[src/hdl/clkctl_cfg.svh]
`ifndef CLKCTL_CFG_SVH
`define CLKCTL_CFG_SVH
// Functional notes
// - protect bit b0 at 1 lets the clock and oscillator registers be written.
// - protect bit b0 at 0 blocks writes to that register group.
// - writing 0 to slow_osc_stop (ctl one b4) runs the slow oscillator.
// - divider field b2..b0, value 000 selects divide-by-2 of fast oscillator.
// - fast_osc_enable (b0) at 1 starts and runs the fast oscillator.
// - fast_osc_select (b1) at 1 makes fast oscillator the on-chip source.
// - after selection, system clock select moves system clock to on-chip.

// ----------------------------------------------------------------
// register word offsets (byte addresses)
// ----------------------------------------------------------------
`define OFS_PROTECT 8'h00
`define OFS_CTL_ZERO 8'h04
`define OFS_CTL_ONE 8'h08
`define OFS_CTL_THREE 8'h0C
`define OFS_STOP_DET 8'h10
`define OFS_FAST_ZERO 8'h14
`define OFS_FAST_ONE 8'h18
`define OFS_FAST_TWO 8'h1C
`define OFS_FAST_THREE 8'h20
`define OFS_STATUS 8'h24

// ----------------------------------------------------------------
// field positions and reset values
// ----------------------------------------------------------------
`define BIT_WR_EN 0
`define BIT_SLOW_STOP 4
`define BIT_FAST_EN 0
`define BIT_FAST_SEL 1
`define BIT_SYS_SEL 2
`define RST_PROTECT 8'h00
`define RST_CTL_ONE 8'h10
`define RST_ZERO 8'h00

// ----------------------------------------------------------------
// timing: fast oscillator settle time in ns at 50 ns per cycle
// ----------------------------------------------------------------
`define CLK_PERIOD_NS 50
`define FAST_SETTLE_NS 1000
`define FAST_SETTLE_CYC ((`FAST_SETTLE_NS + `CLK_PERIOD_NS - 1) / `CLK_PERIOD_NS)
`endif

[src/hdl/clkctl_pkg.sv]
package clkctl_pkg;
  typedef enum logic [1:0] {
    SRC_SLOW = 2'b00,
    SRC_FAST = 2'b01,
    SRC_SYS = 2'b11
  } clk_src_t;

  typedef struct packed {
    logic slow_run;
    logic fast_run;
    logic fast_ready;
    logic [2:0] fast_div;
    clk_src_t src;
  } clk_state_t;
endpackage

[src/hdl/osc_settle.sv]
`timescale 1ns/100ps
`include "clkctl_cfg.svh"
// counts settle cycles after the fast oscillator is switched on
module osc_settle #(
  parameter int unsigned CYCLES = `FAST_SETTLE_CYC
) (
  input wire logic mclk_i,
  input wire logic rst_i,
  input wire logic run_i,
  output logic ready_o
);
  localparam int W = $clog2(CYCLES + 1);
  logic [W-1:0] cnt_q, cnt_d;
  logic rdy_q, rdy_d;

  // refuse a zero count: ready would never rise
  if (CYCLES < 1) begin : g_bad_cycles
    $error("settle count must be at least one");
  end

  // ----------------------------------------------------------------
  // counter
  // ----------------------------------------------------------------
  // stopping the oscillator drops ready on the next clock edge
  always_comb begin
    cnt_d = cnt_q;
    rdy_d = rdy_q;
    if (!run_i) begin
      cnt_d = '0;
      rdy_d = 1'b0;
    end else if (!rdy_q) begin
      cnt_d = cnt_q + W'(1);
      rdy_d = (cnt_q == W'(CYCLES - 1));
    end
  end

  always_ff @(posedge mclk_i or posedge rst_i) begin
    if (rst_i) begin
      cnt_q <= '0;
      rdy_q <= 1'b0;
    end else begin
      cnt_q <= cnt_d;
      rdy_q <= rdy_d;
    end
  end

  assign ready_o = rdy_q;
endmodule

[src/hdl/clkctl.sv]
// The Avalon-MM slave port and the register offsets were left to the implementer.
`timescale 1ns/100ps
`include "clkctl_cfg.svh"
// clock generation control: protected registers and source selection
module clkctl
  import clkctl_pkg::*;
#(
  parameter int unsigned SETTLE_CYC = `FAST_SETTLE_CYC
) (
  input wire logic mclk_i,
  input wire logic rst_i,
  input wire logic [7:0] avs_address_i,
  input wire logic avs_read_i,
  input wire logic avs_write_i,
  input wire logic [31:0] avs_writedata_i,
  input wire logic [3:0] avs_byteenable_i,
  output logic [31:0] avs_readdata_o,
  output logic avs_waitrequest_o,
  output logic slow_osc_run_o,
  output logic fast_osc_run_o,
  output logic [2:0] fast_osc_div_o,
  output logic onchip_fast_sel_o,
  output logic sys_clk_onchip_o
);
  // refuse a zero settle count: the source could never leave the slow oscillator
  if (SETTLE_CYC < 1) begin : g_bad_settle
    $error("settle count must be at least one");
  end

  // ----------------------------------------------------------------
  // bus handshake: one wait cycle, answer on the second edge
  // ----------------------------------------------------------------
  logic ack_q, ack_d;
  logic wait_q, wait_d;
  logic [31:0] rdata_q, rdata_d;
  logic [7:0] prot_q, prot_d, ctl_zero_q, ctl_zero_d, ctl_one_q, ctl_one_d;
  logic [7:0] ctl_three_q, ctl_three_d, stop_det_q, stop_det_d;
  logic [7:0] fast_zero_q, fast_zero_d, fast_one_q, fast_one_d;
  logic [7:0] fast_two_q, fast_two_d, fast_three_q, fast_three_d;
  logic fast_ready;
  clk_state_t st;

  wire req = (avs_read_i || avs_write_i) && !ack_q;
  wire wr = avs_write_i && ack_q && avs_byteenable_i[0];
  wire unlocked = prot_q[`BIT_WR_EN];
  wire [7:0] wbyte = avs_writedata_i[7:0];

  // write strobe for a protected register at offset ofs
  function automatic logic prot_hit(input logic [7:0] a, input logic [7:0] ofs,
                                    input logic w, input logic en);
    prot_hit = w && en && (a == ofs);
  endfunction

  osc_settle #(
    .CYCLES(SETTLE_CYC)
  ) u_settle (
    .mclk_i(mclk_i),
    .rst_i(rst_i),
    .run_i(fast_zero_q[`BIT_FAST_EN]),
    .ready_o(fast_ready)
  );

  // ----------------------------------------------------------------
  // register file
  // ----------------------------------------------------------------
  always_comb begin
    prot_d = prot_q;
    ctl_zero_d = ctl_zero_q;
    ctl_one_d = ctl_one_q;
    ctl_three_d = ctl_three_q;
    stop_det_d = stop_det_q;
    fast_zero_d = fast_zero_q;
    fast_one_d = fast_one_q;
    fast_two_d = fast_two_q;
    fast_three_d = fast_three_q;
    if (wr && avs_address_i == `OFS_PROTECT) prot_d = wbyte;
    if (prot_hit(avs_address_i, `OFS_CTL_ZERO, wr, unlocked)) ctl_zero_d = wbyte;
    if (prot_hit(avs_address_i, `OFS_CTL_ONE, wr, unlocked)) ctl_one_d = wbyte;
    if (prot_hit(avs_address_i, `OFS_CTL_THREE, wr, unlocked)) ctl_three_d = wbyte;
    if (prot_hit(avs_address_i, `OFS_STOP_DET, wr, unlocked)) stop_det_d = wbyte;
    if (prot_hit(avs_address_i, `OFS_FAST_ZERO, wr, unlocked)) fast_zero_d = wbyte;
    if (prot_hit(avs_address_i, `OFS_FAST_ONE, wr, unlocked)) fast_one_d = wbyte;
    if (prot_hit(avs_address_i, `OFS_FAST_TWO, wr, unlocked)) fast_two_d = {5'h00, wbyte[2:0]};
    if (prot_hit(avs_address_i, `OFS_FAST_THREE, wr, unlocked)) fast_three_d = wbyte;
  end

  // read mux and wait state; unmapped offsets read zero
  // waitrequest has its own flop so the pin never sees an inverter glitch
  always_comb begin
    ack_d = req;
    wait_d = !req;
    rdata_d = 32'h0000_0000;
    unique case (avs_address_i)
      `OFS_PROTECT: rdata_d[7:0] = prot_q;
      `OFS_CTL_ZERO: rdata_d[7:0] = ctl_zero_q;
      `OFS_CTL_ONE: rdata_d[7:0] = ctl_one_q;
      `OFS_CTL_THREE: rdata_d[7:0] = ctl_three_q;
      `OFS_STOP_DET: rdata_d[7:0] = stop_det_q;
      `OFS_FAST_ZERO: rdata_d[7:0] = fast_zero_q;
      `OFS_FAST_ONE: rdata_d[7:0] = fast_one_q;
      `OFS_FAST_TWO: rdata_d[7:0] = fast_two_q;
      `OFS_FAST_THREE: rdata_d[7:0] = fast_three_q;
      `OFS_STATUS: rdata_d[7:0] = {6'h00, st.src};
      default: rdata_d = 32'h0000_0000;
    endcase
    rdata_d[8] = (avs_address_i == `OFS_STATUS) ? fast_ready : rdata_d[8];
  end

  always_ff @(posedge mclk_i or posedge rst_i) begin
    if (rst_i) begin
      ack_q <= 1'b0;
      wait_q <= 1'b1;
      rdata_q <= 32'h0000_0000;
      prot_q <= `RST_PROTECT;
      ctl_zero_q <= `RST_ZERO;
      ctl_one_q <= `RST_CTL_ONE;
      ctl_three_q <= `RST_ZERO;
      stop_det_q <= `RST_ZERO;
      fast_zero_q <= `RST_ZERO;
      fast_one_q <= `RST_ZERO;
      fast_two_q <= `RST_ZERO;
      fast_three_q <= `RST_ZERO;
    end else begin
      ack_q <= ack_d;
      wait_q <= wait_d;
      rdata_q <= rdata_d;
      prot_q <= prot_d;
      ctl_zero_q <= ctl_zero_d;
      ctl_one_q <= ctl_one_d;
      ctl_three_q <= ctl_three_d;
      stop_det_q <= stop_det_d;
      fast_zero_q <= fast_zero_d;
      fast_one_q <= fast_one_d;
      fast_two_q <= fast_two_d;
      fast_three_q <= fast_three_d;
    end
  end

  // ----------------------------------------------------------------
  // clock control outputs
  // ----------------------------------------------------------------
  clk_state_t out_q, out_d;
  logic sel_q, sel_d, sys_q, sys_d;
  assign st = out_q;

  // source only moves to the fast oscillator once it has settled, so an
  // early select from software cannot glitch the system clock
  always_comb begin
    out_d.fast_ready = fast_ready;
    // stop bit low runs slow oscillator
    out_d.slow_run = !ctl_one_q[`BIT_SLOW_STOP];
    out_d.fast_run = fast_zero_q[`BIT_FAST_EN];
    out_d.fast_div = fast_two_q[2:0];
    if (fast_zero_q[`BIT_FAST_SEL] && fast_zero_q[`BIT_FAST_EN] && fast_ready) begin
      out_d.src = stop_det_q[`BIT_SYS_SEL] ? SRC_SYS : SRC_FAST;
    end else begin
      out_d.src = SRC_SLOW;
    end
    // decoded select flags get flops of their own, so the pins stay clean
    sel_d = out_d.src != SRC_SLOW;
    sys_d = out_d.src == SRC_SYS;
  end

  always_ff @(posedge mclk_i or posedge rst_i) begin
    if (rst_i) begin
      out_q <= '0;
      sel_q <= 1'b0;
      sys_q <= 1'b0;
    end else begin
      out_q <= out_d;
      sel_q <= sel_d;
      sys_q <= sys_d;
    end
  end

  assign avs_waitrequest_o = wait_q;
  assign avs_readdata_o = rdata_q;
  assign slow_osc_run_o = out_q.slow_run;
  assign fast_osc_run_o = out_q.fast_run;
  assign fast_osc_div_o = out_q.fast_div;
  assign onchip_fast_sel_o = sel_q;
  assign sys_clk_onchip_o = sys_q;

  // ----------------------------------------------------------------
  // assertions
  // ----------------------------------------------------------------
  locked_write_a: assert property (@(posedge mclk_i) disable iff (rst_i)
    (!unlocked && wr && avs_address_i == `OFS_FAST_ZERO) |=> $stable(fast_zero_q))
    else $error("locked write changed fast control");
  open_write_a: assert property (@(posedge mclk_i) disable iff (rst_i)
    (unlocked && wr && avs_address_i == `OFS_CTL_ONE) |=> ctl_one_q == $past(wbyte))
    else $error("unlocked write not stored");
  lock_blocks_a: assert property (@(posedge mclk_i) disable iff (rst_i)
    !unlocked |=> $stable(ctl_one_q) && $stable(stop_det_q) && $stable(fast_two_q))
    else $error("protected register changed while locked");
  slow_run_a: assert property (@(posedge mclk_i) disable iff (rst_i)
    ##1 slow_osc_run_o == !$past(ctl_one_q[`BIT_SLOW_STOP]))
    else $error("slow oscillator run mismatch");
  div_out_a: assert property (@(posedge mclk_i) disable iff (rst_i)
    (fast_two_q == 8'h00) |=> fast_osc_div_o == 3'b000)
    else $error("divider output mismatch");
  div_follow_a: assert property (@(posedge mclk_i) disable iff (rst_i)
    ##1 fast_osc_div_o == $past(fast_two_q[2:0]))
    else $error("divider output does not follow field");
  fast_run_a: assert property (@(posedge mclk_i) disable iff (rst_i)
    $rose(fast_zero_q[`BIT_FAST_EN]) |-> !fast_osc_run_o ##1 fast_osc_run_o)
    else $error("fast oscillator did not start");
  fast_sel_a: assert property (@(posedge mclk_i) disable iff (rst_i)
    onchip_fast_sel_o |-> fast_osc_run_o)
    else $error("fast source selected while stopped");
  settle_gate_a: assert property (@(posedge mclk_i) disable iff (rst_i)
    $rose(onchip_fast_sel_o) |-> $past(fast_ready))
    else $error("fast source taken before settle");
  sys_clk_a: assert property (@(posedge mclk_i) disable iff (rst_i)
    sys_clk_onchip_o |-> onchip_fast_sel_o && $past(stop_det_q[`BIT_SYS_SEL]))
    else $error("system clock moved without selection");
  bus_wait_a: assert property (@(posedge mclk_i) disable iff (rst_i)
    (avs_read_i && avs_waitrequest_o) |=> !avs_waitrequest_o)
    else $error("bus answer late");
  // waitrequest low stands one cycle only, so a held request is not taken twice
  wait_pulse_a: assert property (@(posedge mclk_i) disable iff (rst_i)
    !avs_waitrequest_o |=> avs_waitrequest_o)
    else $error("waitrequest low for more than one cycle");
  cover_unlock_c: cover property (@(posedge mclk_i) disable iff (rst_i) $rose(unlocked));
  cover_fast_c: cover property (@(posedge mclk_i) disable iff (rst_i) $rose(onchip_fast_sel_o));
  cover_sys_c: cover property (@(posedge mclk_i) disable iff (rst_i) $rose(sys_clk_onchip_o));
  cover_locked_c: cover property (@(posedge mclk_i) disable iff (rst_i) !unlocked && wr);
endmodule

[config.mk]
export PLATFORM = sky130hd
export DESIGN_NAME = clkctl
export DESIGN_NICKNAME = d
export VERILOG_FILES = /design/src/hdl/clkctl_pkg.sv /design/src/hdl/osc_settle.sv /design/src/hdl/clkctl.sv
export VERILOG_INCLUDE_DIRS = /design/src /design/src/hdl
export SDC_FILE = /design/constraint.sdc
export NUM_CORES = 1
export LEC_CHECK = 0
export BUFFER_PORTS_ARGS = -buffer_cell sky130_fd_sc_hd__buf_2
export CORE_AREA = 5 5 105 107
export CTS_BUF_LIST = sky130_fd_sc_hd__clkbuf_16
export CTS_CLUSTER_DIAMETER = 150
export DETAILED_ROUTE_END_ITERATION = 8
export DIE_AREA = 0 0 110 112
export GPL_ROUTABILITY_DRIVEN = 0
export PLACE_DENSITY_LB_ADDON = 0.25
export SLEW_MARGIN = 10
export SYNTH_ARGS = -nofsm -noshare
export SYNTH_HDL_FRONTEND = slang
export SYNTH_SLANG_ARGS = --single-unit
[constraint.sdc]
create_clock -name mclk_i -period 6.5 [get_ports mclk_i]
set_input_delay 1.625 -clock mclk_i [delete_from_list [all_inputs] [get_ports mclk_i]]
set_output_delay 1.625 -clock mclk_i [all_outputs]
set_load 0.02 [all_outputs]
* Yosys cells after proc, flatten, opt, wreduce, memory -nomap -nowiden
Index checks and enable logic that the tools add are counted.
W data, S select, Z words.
** Word-level totals
- Flip-flop bits (word level) :: 93
- Input bits :: 48
- Output and inout bits :: 40
** Cells by class
- Add/subtract/negate cells :: 1
- Eq/ne operators :: 12
- Muxes and demuxes :: 8
- Reduce and logical (&&, ||, !) cells :: 21
** Operators by type and width (number)
- $pmux W8 S10 :: 1
- $eq A8 B5 Y1 const B :: 4
- $eq A8 B4 Y1 const B :: 2
- $eq A8 B6 Y1 const B :: 2
- $logic_and A1 B1 Y1 :: 15
- $mux W5 :: 2
- $eq A8 B3 Y1 const B :: 1
- $logic_not A8 Y1 :: 1
- $add A5 B1 Y5 const B :: 1
- $eq A5 B5 Y1 const B :: 1
- $mux W2 :: 2
- $logic_not A1 Y1 :: 3
- $mux W1 :: 3
- $eq A2 B2 Y1 const B :: 1
- $ne A2 B2 Y1 const B :: 1
- $reduce_bool A2 Y1 :: 1
- $logic_or A1 B1 Y1 :: 1

* Depth between registers and ports, before layout
Gate-level depths: netlist (run 1).
- Depth in word-level cells :: 4
- Mapped depth :: 6
- Mapped depth without buffers :: 4

* Hierarchy
A second synthesis (run 1) with hierarchy kept.
** Second synthesis, totals
- Cells, all modules :: 332
- Area total of the unflattened synthesis :: 4362.9 sq um
** Modules (own cells, without submodules)
- clkctl :: instances 1, cells an instance 308, area an instance 4080.2 sq um, sequential area each 2154.6 sq um
- osc_settle :: instances 1, cells an instance 24, area an instance 282.8 sq um, sequential area each 150.1 sq um

* Worst setup path after synthesis (run 1)
OpenSTA, ideal clock, no wires.
- Path type :: input -> register
- From :: in avs_address_i[3]
- To :: reg fast_three_q[0]
- Arrival :: 3232 ps
- Path slack :: 3143 ps
- Cell stages on the path :: 6
- Path through :: buf_6 > or4_1 > buf_2 > nor4b_4 > nand2_4 > mux2_4
** Between the ends
- Cells in the longest elaborated chain, start to end :: 2
** Ends and longest elaborated chain
- start: declaration :: line clkctl.sv:12 : input wire logic [7:0] avs_address_i,
- $eq A8 B6 Y1 :: line clkctl.sv:51 : prot_hit = w && en && (a == ofs);
- $logic_and A1 B1 Y1 :: line clkctl.sv:51
- end signal: assignment :: line clkctl.sv:122 : fast_three_q <= `RST_ZERO;
- end signal: assignment :: line clkctl.sv:135 : fast_three_q <= fast_three_d;
- end: declaration :: line clkctl.sv:39 : logic [7:0] fast_two_q, fast_two_d, fast_three_q, fast_three_d;
No other way between the ends.
A chain may end at the register's enable or synchronous reset.

* Worst setup path in the final report (run 1)
- From :: in avs_address_i[2]
- To :: reg prot_q[0]
** Between the ends
- Cells in the longest elaborated chain, start to end :: 2
** Ends and longest elaborated chain
- $logic_not A8 Y1
- $logic_and A1 B1 Y1 (no line)
- end signal: assignment :: line clkctl.sv:114 : prot_q <= `RST_PROTECT;
- end signal: assignment :: line clkctl.sv:127 : prot_q <= prot_d;
- end: declaration :: line clkctl.sv:36 : logic [7:0] prot_q, prot_d, ctl_zero_q, ctl_zero_d, ctl_one_q, ctl_one_d;
No other way between the ends.

==> results of run 1 <==
[stage by stage]
step	cell area [sq um]	std cells	setup WS [ps]	power, mW
floorplan	4380	350	2490	0.637
global placement	4500	488	2540	0.648
detailed placement	4500	488	2540	0.649
CTS	4780	502	2890	1.14
global route	4780	502	2830	1.17
finish	4780	502	2900	1.13
[report_power, final]
| group | switching [mW] | internal, mW |
|---|---|---|
| combinational | 0.0481 | 0.0132 |
| clock | 0.201 | 0.289 |
| sequential | 0.000997 | 0.576 |
| total | 0.250 | 0.878 |
[layout by cell type (no fill, tap or decap), types with 2 or more instances in the layout]
master     instances
mux2_2            59
o21ai_0            6
clkinv_2           3
nor3_1             5
or2_2              2
o221ai_1           2
mux2_4             8
nor2_2             2
inv_1              6
mux2i_1           13
nor4b_1            2
conb_1            23
nand3_1            3
nand2_1           15
a22oi_1            5
mux4_2             3
and2_1             8
nor2_1             9
nor2b_1            6
or4_1              2
a32oi_1            4
or4b_2             2
o31a_1             2
dfstp_2            2
and3_1             4
clkbuf_16          9
buf_2             37
dfrtp_1           90
a221o_1            2
xnor2_1            4
o211ai_1           2
o21a_1             2
[worst paths after layout]
path / startpoint / end / slack (ps) / cells past startpoint
max: avs_address_i[2] / prot_q[0]$_DFFE_PP0P_ / 2900 / 4
min: fast_two_q[2]$_DFFE_PP0P_ / fast_osc_div_o[2]$_DFF_PP0_ / 390 / 0
max reg2reg: prot_q[0]$_DFFE_PP0P_ / ctl_three_q[3]$_DFFE_PP0P_ / 4420 / 4
min reg2reg: fast_two_q[2]$_DFFE_PP0P_ / fast_osc_div_o[2]$_DFF_PP0_ / 390 / 0
max in group asynchronous: rst_i / prot_q[0]$_DFFE_PP0P_ / 4040 / 3
min in group asynchronous: rst_i / fast_one_q[2]$_DFFE_PP0P_ / 1350 / 2
[state kept, by name (all words and copies together) (netlist names), 2 cells and up]
name	flops
ctl_zero_q	8
fast_zero_q	8
prot_q	8
fast_two_q	3
ctl_one_q	8
u_settle.cnt_q	5
stop_det_q	8
fast_three_q	8
fast_one_q	8
out_q	2
avs_readdata_o	9
ctl_three_q	8
fast_osc_div_o	3
[cells in the mapped netlist, types with 2 or more instances]
master    instances
nor2_1            9
or4_1             2
nor2b_1           6
a22oi_1           5
o211ai_1          2
dfstp_2           2
a32oi_1           4
nor4b_1           2
clkbuf_1          5
o221ai_1          2
mux4_2            3
buf_4            26
nor2_2            2
o21a_1            2
buf_2             2
o21ai_0           6
mux2_4            8
a221o_1           2
and2_1            8
mux2_2           59
and3_1            4
nand2_1          15
or4b_2            2
mux2i_1          13
dfrtp_1          90
or2_2             2
o31a_1            2
xnor2_1           4
buf_1             2
nor3_1            5
nand3_1           3
inv_1             5
[layer usage]
metal  share of wire  track usage  vias to the layer above
met5               0            0                        -
met4           0.017       0.0574                        0
met3           0.061       0.0383                       10
met2            0.47        0.226                       69
met1            0.45        0.219                     1298
li1                -            -                     1212
[cells by family (layout without fill, tap and decap cells)]
family          count (synthesis)  in the layout  share of synthesized area
simple gates                   73             73                      0.103
compound gates                 32             32                     0.0570
flops                          92             92                      0.536
buf+inv                        41             57                     0.0608
mux                            84             84                      0.231
xor+xnor                        4              4                    0.00815
other cells                     1             23                   0.000872
fa+ha+maj                       1              1                    0.00291
[final cells by class]
cell class / instances / share of cell area
tap: 136 / 0.0356
clock buffer: 9 / 0.0472
multi-input combinational: 217 / 0.380
clock inverter: 5 / 0.00996
inverter: 5 / 0.00419
sequential: 92 / 0.483
timing repair buffer: 38 / 0.0403
[worst max-delay path: stages]
cell and delay [ps]:
buf_2 240, or4_1 710, nor3_2 810, mux2_2 410
==> impl_metrics.env, run 1 <==
export IMPL_outcome="completed"
export IMPL_syn_inst=328
export IMPL_grt_setup_unrepaired="false"
export IMPL_max_slew_margin=0.364
export IMPL_start_kind="input port"
export IMPL_setup_violations=0
export IMPL_synth_async_reset_ratio=1.00
export IMPL_rows=37
export IMPL_antenna_found_initial=0
export IMPL_seq_area_frac_synth=0.536
export IMPL_synth_area_leaders="dfrtp_1 (52%), mux2_2 (15%), buf_4 (4.5%)"
export IMPL_fin_tns_setup_ps=0
export IMPL_ioPinCount=88
export IMPL_finish_utilization=0.475
export IMPL_ant_nets=0
export IMPL_via_count=2589
export IMPL_finClkSkew_ps=7.10
export IMPL_cp_data_arrival_time_ps=3820
export IMPL_powerDensity_nw_per_um2=236
export IMPL_drt_pass1_iter_count=4
export IMPL_cts_buffers_inserted=9
export IMPL_track_usage=0.154
export IMPL_grt_overflow_total=0
export IMPL_multi_input_area_sq_um=1820
export IMPL_crit_path_end_kind="flip-flop"
export IMPL_die_h_um=112
export IMPL_finalHoldViolCount=0
export IMPL_synthesis_area_sq_um=4300
export IMPL_worstSetupPathType="input port to flip-flop"
export IMPL_cellLeakagePower_nw=2.40
export IMPL_fp_coreArea_sq_um=10000
export IMPL_avgViaCountPerCell=5.16
export IMPL_cp_required_ps=6720
export IMPL_fin_nets=412
export IMPL_synth_edf_count=0
export IMPL_yosysTopAreaCell="dfrtp_1"
export IMPL_area_growth_pct=11.1
export IMPL_fin_hold_ws_ps=394
export IMPL_crit_fanout=20
export IMPL_clock_sinks=92
export IMPL_clockBufferDepth=2
export IMPL_grt_max_degree=55
export IMPL_finalCriticalPeriod_ps=3600
export IMPL_seqCellArea_sq_um=2300
export IMPL_cts_tree="built"
export IMPL_synth_top_area_frac=0.524
export IMPL_portBuffers=37
export IMPL_max_freq_mhz=278
export IMPL_drt_iter0_markers=112
export IMPL_min_period_over_period=0.554
export IMPL_layout_drive_gt1_share=0.363
export IMPL_ys_ff_latch=92
export IMPL_routed_wl_mm=8.87
export IMPL_dieArea_sq_um=12300
export IMPL_fillers=921
export IMPL_max_cap_violations=0
export IMPL_htree_levels=3
export IMPL_clk_pin_slew_worst_paths_ps=60
export IMPL_antennaDiodeCount=0
export IMPL_post_synth_num_cell_types=56
export IMPL_hold_class="flip-flop to flip-flop"
export IMPL_die_w_um=110
export IMPL_root_buffer="clkbuf_16"
export IMPL_insertion_delay_ps=340
export IMPL_slew_viol_final=0
export IMPL_initial_core_util=0.428
export IMPL_grt_pass1_wl_mm=14.2
export IMPL_worst_pin_slew_ps=949
export IMPL_cts_resized=0
export IMPL_peakVddDrop_uv=109
export IMPL_post_cts_buffers=0
export IMPL_hold_buffers=0
export IMPL_dp_hpwl_mm=6.07
export IMPL_yosys_warnings=0
export IMPL_syn_area_per_cell_sq_um=13.1
export IMPL_drcViolationCount=0
export IMPL_synthFlopType="dfrtp_1"
export IMPL_wire_per_inst_um=17.7
export IMPL_first_global_vias=2565
Note: power is estimated with default switching activity, not from simulation.
==> inputs of run 2 (changes only) <==
==> constraint.sdc (replaced) <==
create_clock -name mclk_i -period 3.5 [get_ports mclk_i]
set_input_delay 0.875 -clock mclk_i [delete_from_list [all_inputs] [get_ports mclk_i]]
set_output_delay 0.875 -clock mclk_i [all_outputs]
set_load 0.02 [all_outputs]
==> run 2 against run 1 <==
Cell count increased by 2.8%. Clock skew down 1.1 ps. Combinational power is 92% higher. Critical endpoint is now ctl_zero_q[7]$_DFFE_PP0P_. Largest power group is now the clock network. Critical path depth increased by 1. Design area grew 3.3%. Total power up 100%. Worst hold slack better by 3.0 ps. Sequential power up 85%. Sequential share of layout area decreased by 1.5 points. Via count up 2.9%.
==> impl_metrics.env, run 2 (same netlist as run 1, synthesis figures left out) <==
export IMPL_worstSetupPathType="input port to flip-flop"
export IMPL_hp_start="fast_two_q[0]$_DFFE_PP0P_"
export IMPL_final_cell_mix="dfrtp_1 (90), mux2_2 (59), buf_2 (37), conb_1 (23), nand2_1 (15)"
export IMPL_cts_resized=0
export IMPL_hold_buffers=0
export IMPL_crit_path_end_kind="flip-flop"
export IMPL_crit_path_max_incr_delay_ps=710
export IMPL_dp_cells=500
export IMPL_dieArea_sq_um=12300
export IMPL_die_h_um=112
export IMPL_fp_coreArea_sq_um=10000
export IMPL_first_global_vias=2731
export IMPL_avgViaCountPerCell=5.16
export IMPL_drt_pass1_iter_count=4
export IMPL_wire_per_inst_um=17.5
export IMPL_worst_slack_ps=1060
export IMPL_ioPinCount=88
export IMPL_finClkSkew_ps=6.00
export IMPL_via_count=2663
export IMPL_layout_drive_gt1_share=0.387
export IMPL_dp_worst_setup_slack_ps=683
export IMPL_peakVddDrop_uv=193
export IMPL_path_buf_inv=2
export IMPL_finalHoldViolCount=0
export IMPL_start_kind="input port"
export IMPL_rows=37
export IMPL_fin_hold_ws_ps=397
export IMPL_r2r_start="ack_q$_DFF_PP0_"
export IMPL_max_cap_violations=0
export IMPL_power_mw=2.28
export IMPL_grt_overflow_total=0
export IMPL_clock_sinks=92
export IMPL_cp_required_ps=3730
export IMPL_initial_core_util=0.428
export IMPL_slowest_stage="or4b_2"
export IMPL_root_buffer="clkbuf_16"
export IMPL_max_freq_mhz=409
export IMPL_setup_violations=0
export IMPL_finish_utilization=0.491
export IMPL_antenna_found_initial=0
export IMPL_share_seq_of_total_power=0.468
export IMPL_htree_levels=3
export IMPL_ant_nets=0
export IMPL_finalCriticalPeriod_ps=2440
export IMPL_r2r_slack_ps=1690
export IMPL_hold_class="flip-flop to flip-flop"
export IMPL_finalNonFillerCells=516
export IMPL_track_usage=0.158
export IMPL_p_comb_frac=0.052
export IMPL_grt_max_degree=48
export IMPL_fin_nets=424
export IMPL_drt_iter0_markers=120
export IMPL_place_area_sq_um=4590
export IMPL_worst_pin_slew_ps=587
export IMPL_die_w_um=110
export IMPL_drcViolationCount=0
export IMPL_cp_cell_sequence="buf_2 > or4b_2 > nor2_2 > buf_4 > mux2_2"
export IMPL_dp_hpwl_mm=6.49
export IMPL_cts_buffers_inserted=9
export IMPL_cts_tree="built"
export IMPL_stdcell_area_sq_um=4930
export IMPL_antennaDiodeCount=0
export IMPL_clkPwrFrac=0.480
export IMPL_outcome="completed"
export IMPL_cellLeakagePower_nw=2.48
export IMPL_area_growth_pct=14.7
export IMPL_clockBufferDepth=2
export IMPL_grt_pass1_wl_mm=14.5
export IMPL_cp_data_arrival_time_ps=2670
export IMPL_max_slew_margin=0.603
export IMPL_routed_wl_mm=9.05
export IMPL_p_sw_uw=493
export IMPL_largest_reg_flops=9
export IMPL_grt_setup_unrepaired="false"
export IMPL_cpLargestDelayFamily="simple AND/OR/NAND/NOR gates"
export IMPL_min_period_over_period=0.698
export IMPL_clk_pin_slew_worst_paths_ps=60
export IMPL_p_sw_frac=0.216
export IMPL_crit_fanout=10
export IMPL_fin_tns_setup_ps=0
export IMPL_portBuffers=37
export IMPL_slew_viol_final=0
export IMPL_final_common_cell="dfrtp_1"
export IMPL_worstSetupStartpoint="avs_address_i[2]"
export IMPL_insertion_delay_ps=340
export IMPL_intPower_mw=1.79
export IMPL_post_cts_buffers=0
export IMPL_powerDensity_nw_per_um2=463
run 2: changes by cell type in the layout (fill, tap and decap cells not counted):
cell / delta
inv_6: +1
inv_1: -2
clkinvlp_4: +1
bufinv_16: +2
clkinv_1: +2
buf_4: +12
clkinv_2: -2
run 2: layer usage:
layer,global-route usage,share of wire,up-vias
li1,-,-,1231
met1,0.214,0.46,1355
met2,0.238,0.47,65
met3,0.0406,0.051,12
met4,0.0657,0.019,0
met5,0,0,-
run 2: final timing paths:
path	end	depth (start not counted)
setup / recovery	ctl_zero_q[7]$_DFFE_PP0P_	5
hold / removal	fast_osc_div_o[0]$_DFF_PP0_	0
setup reg to reg	stop_det_q[4]$_DFFE_PP0P_	4
hold reg to reg	fast_osc_div_o[0]$_DFF_PP0_	0
max in group asynchronous	fast_three_q[4]$_DFFE_PP0P_	3
min in group asynchronous	stop_det_q[2]$_DFFE_PP0P_	3
run 2: cell type report:
| cell class | count | area (sq um) |
|---|---|---|
| clock inverter | 7 | 114 |
| timing repair buffer | 50 | 283 |
| multi-input combinational | 217 | 1820 |
| fill | 877 | 5110 |
| sequential | 92 | 2300 |
| clock buffer | 9 | 225 |
| tap | 136 | 170 |
| inverter | 5 | 20.0 |
run 2: power groups by stage:
stage	Sequential, mW	Combinational [mW]	Clock (mW)
after CTS	1.07	0.119	1.12
after floorplan	1.09	0.0907	0
after global routing	1.07	0.131	1.16
final	1.07	0.118	1.10
after detailed placement	1.09	0.119	0
after global placement	1.09	0.118	0
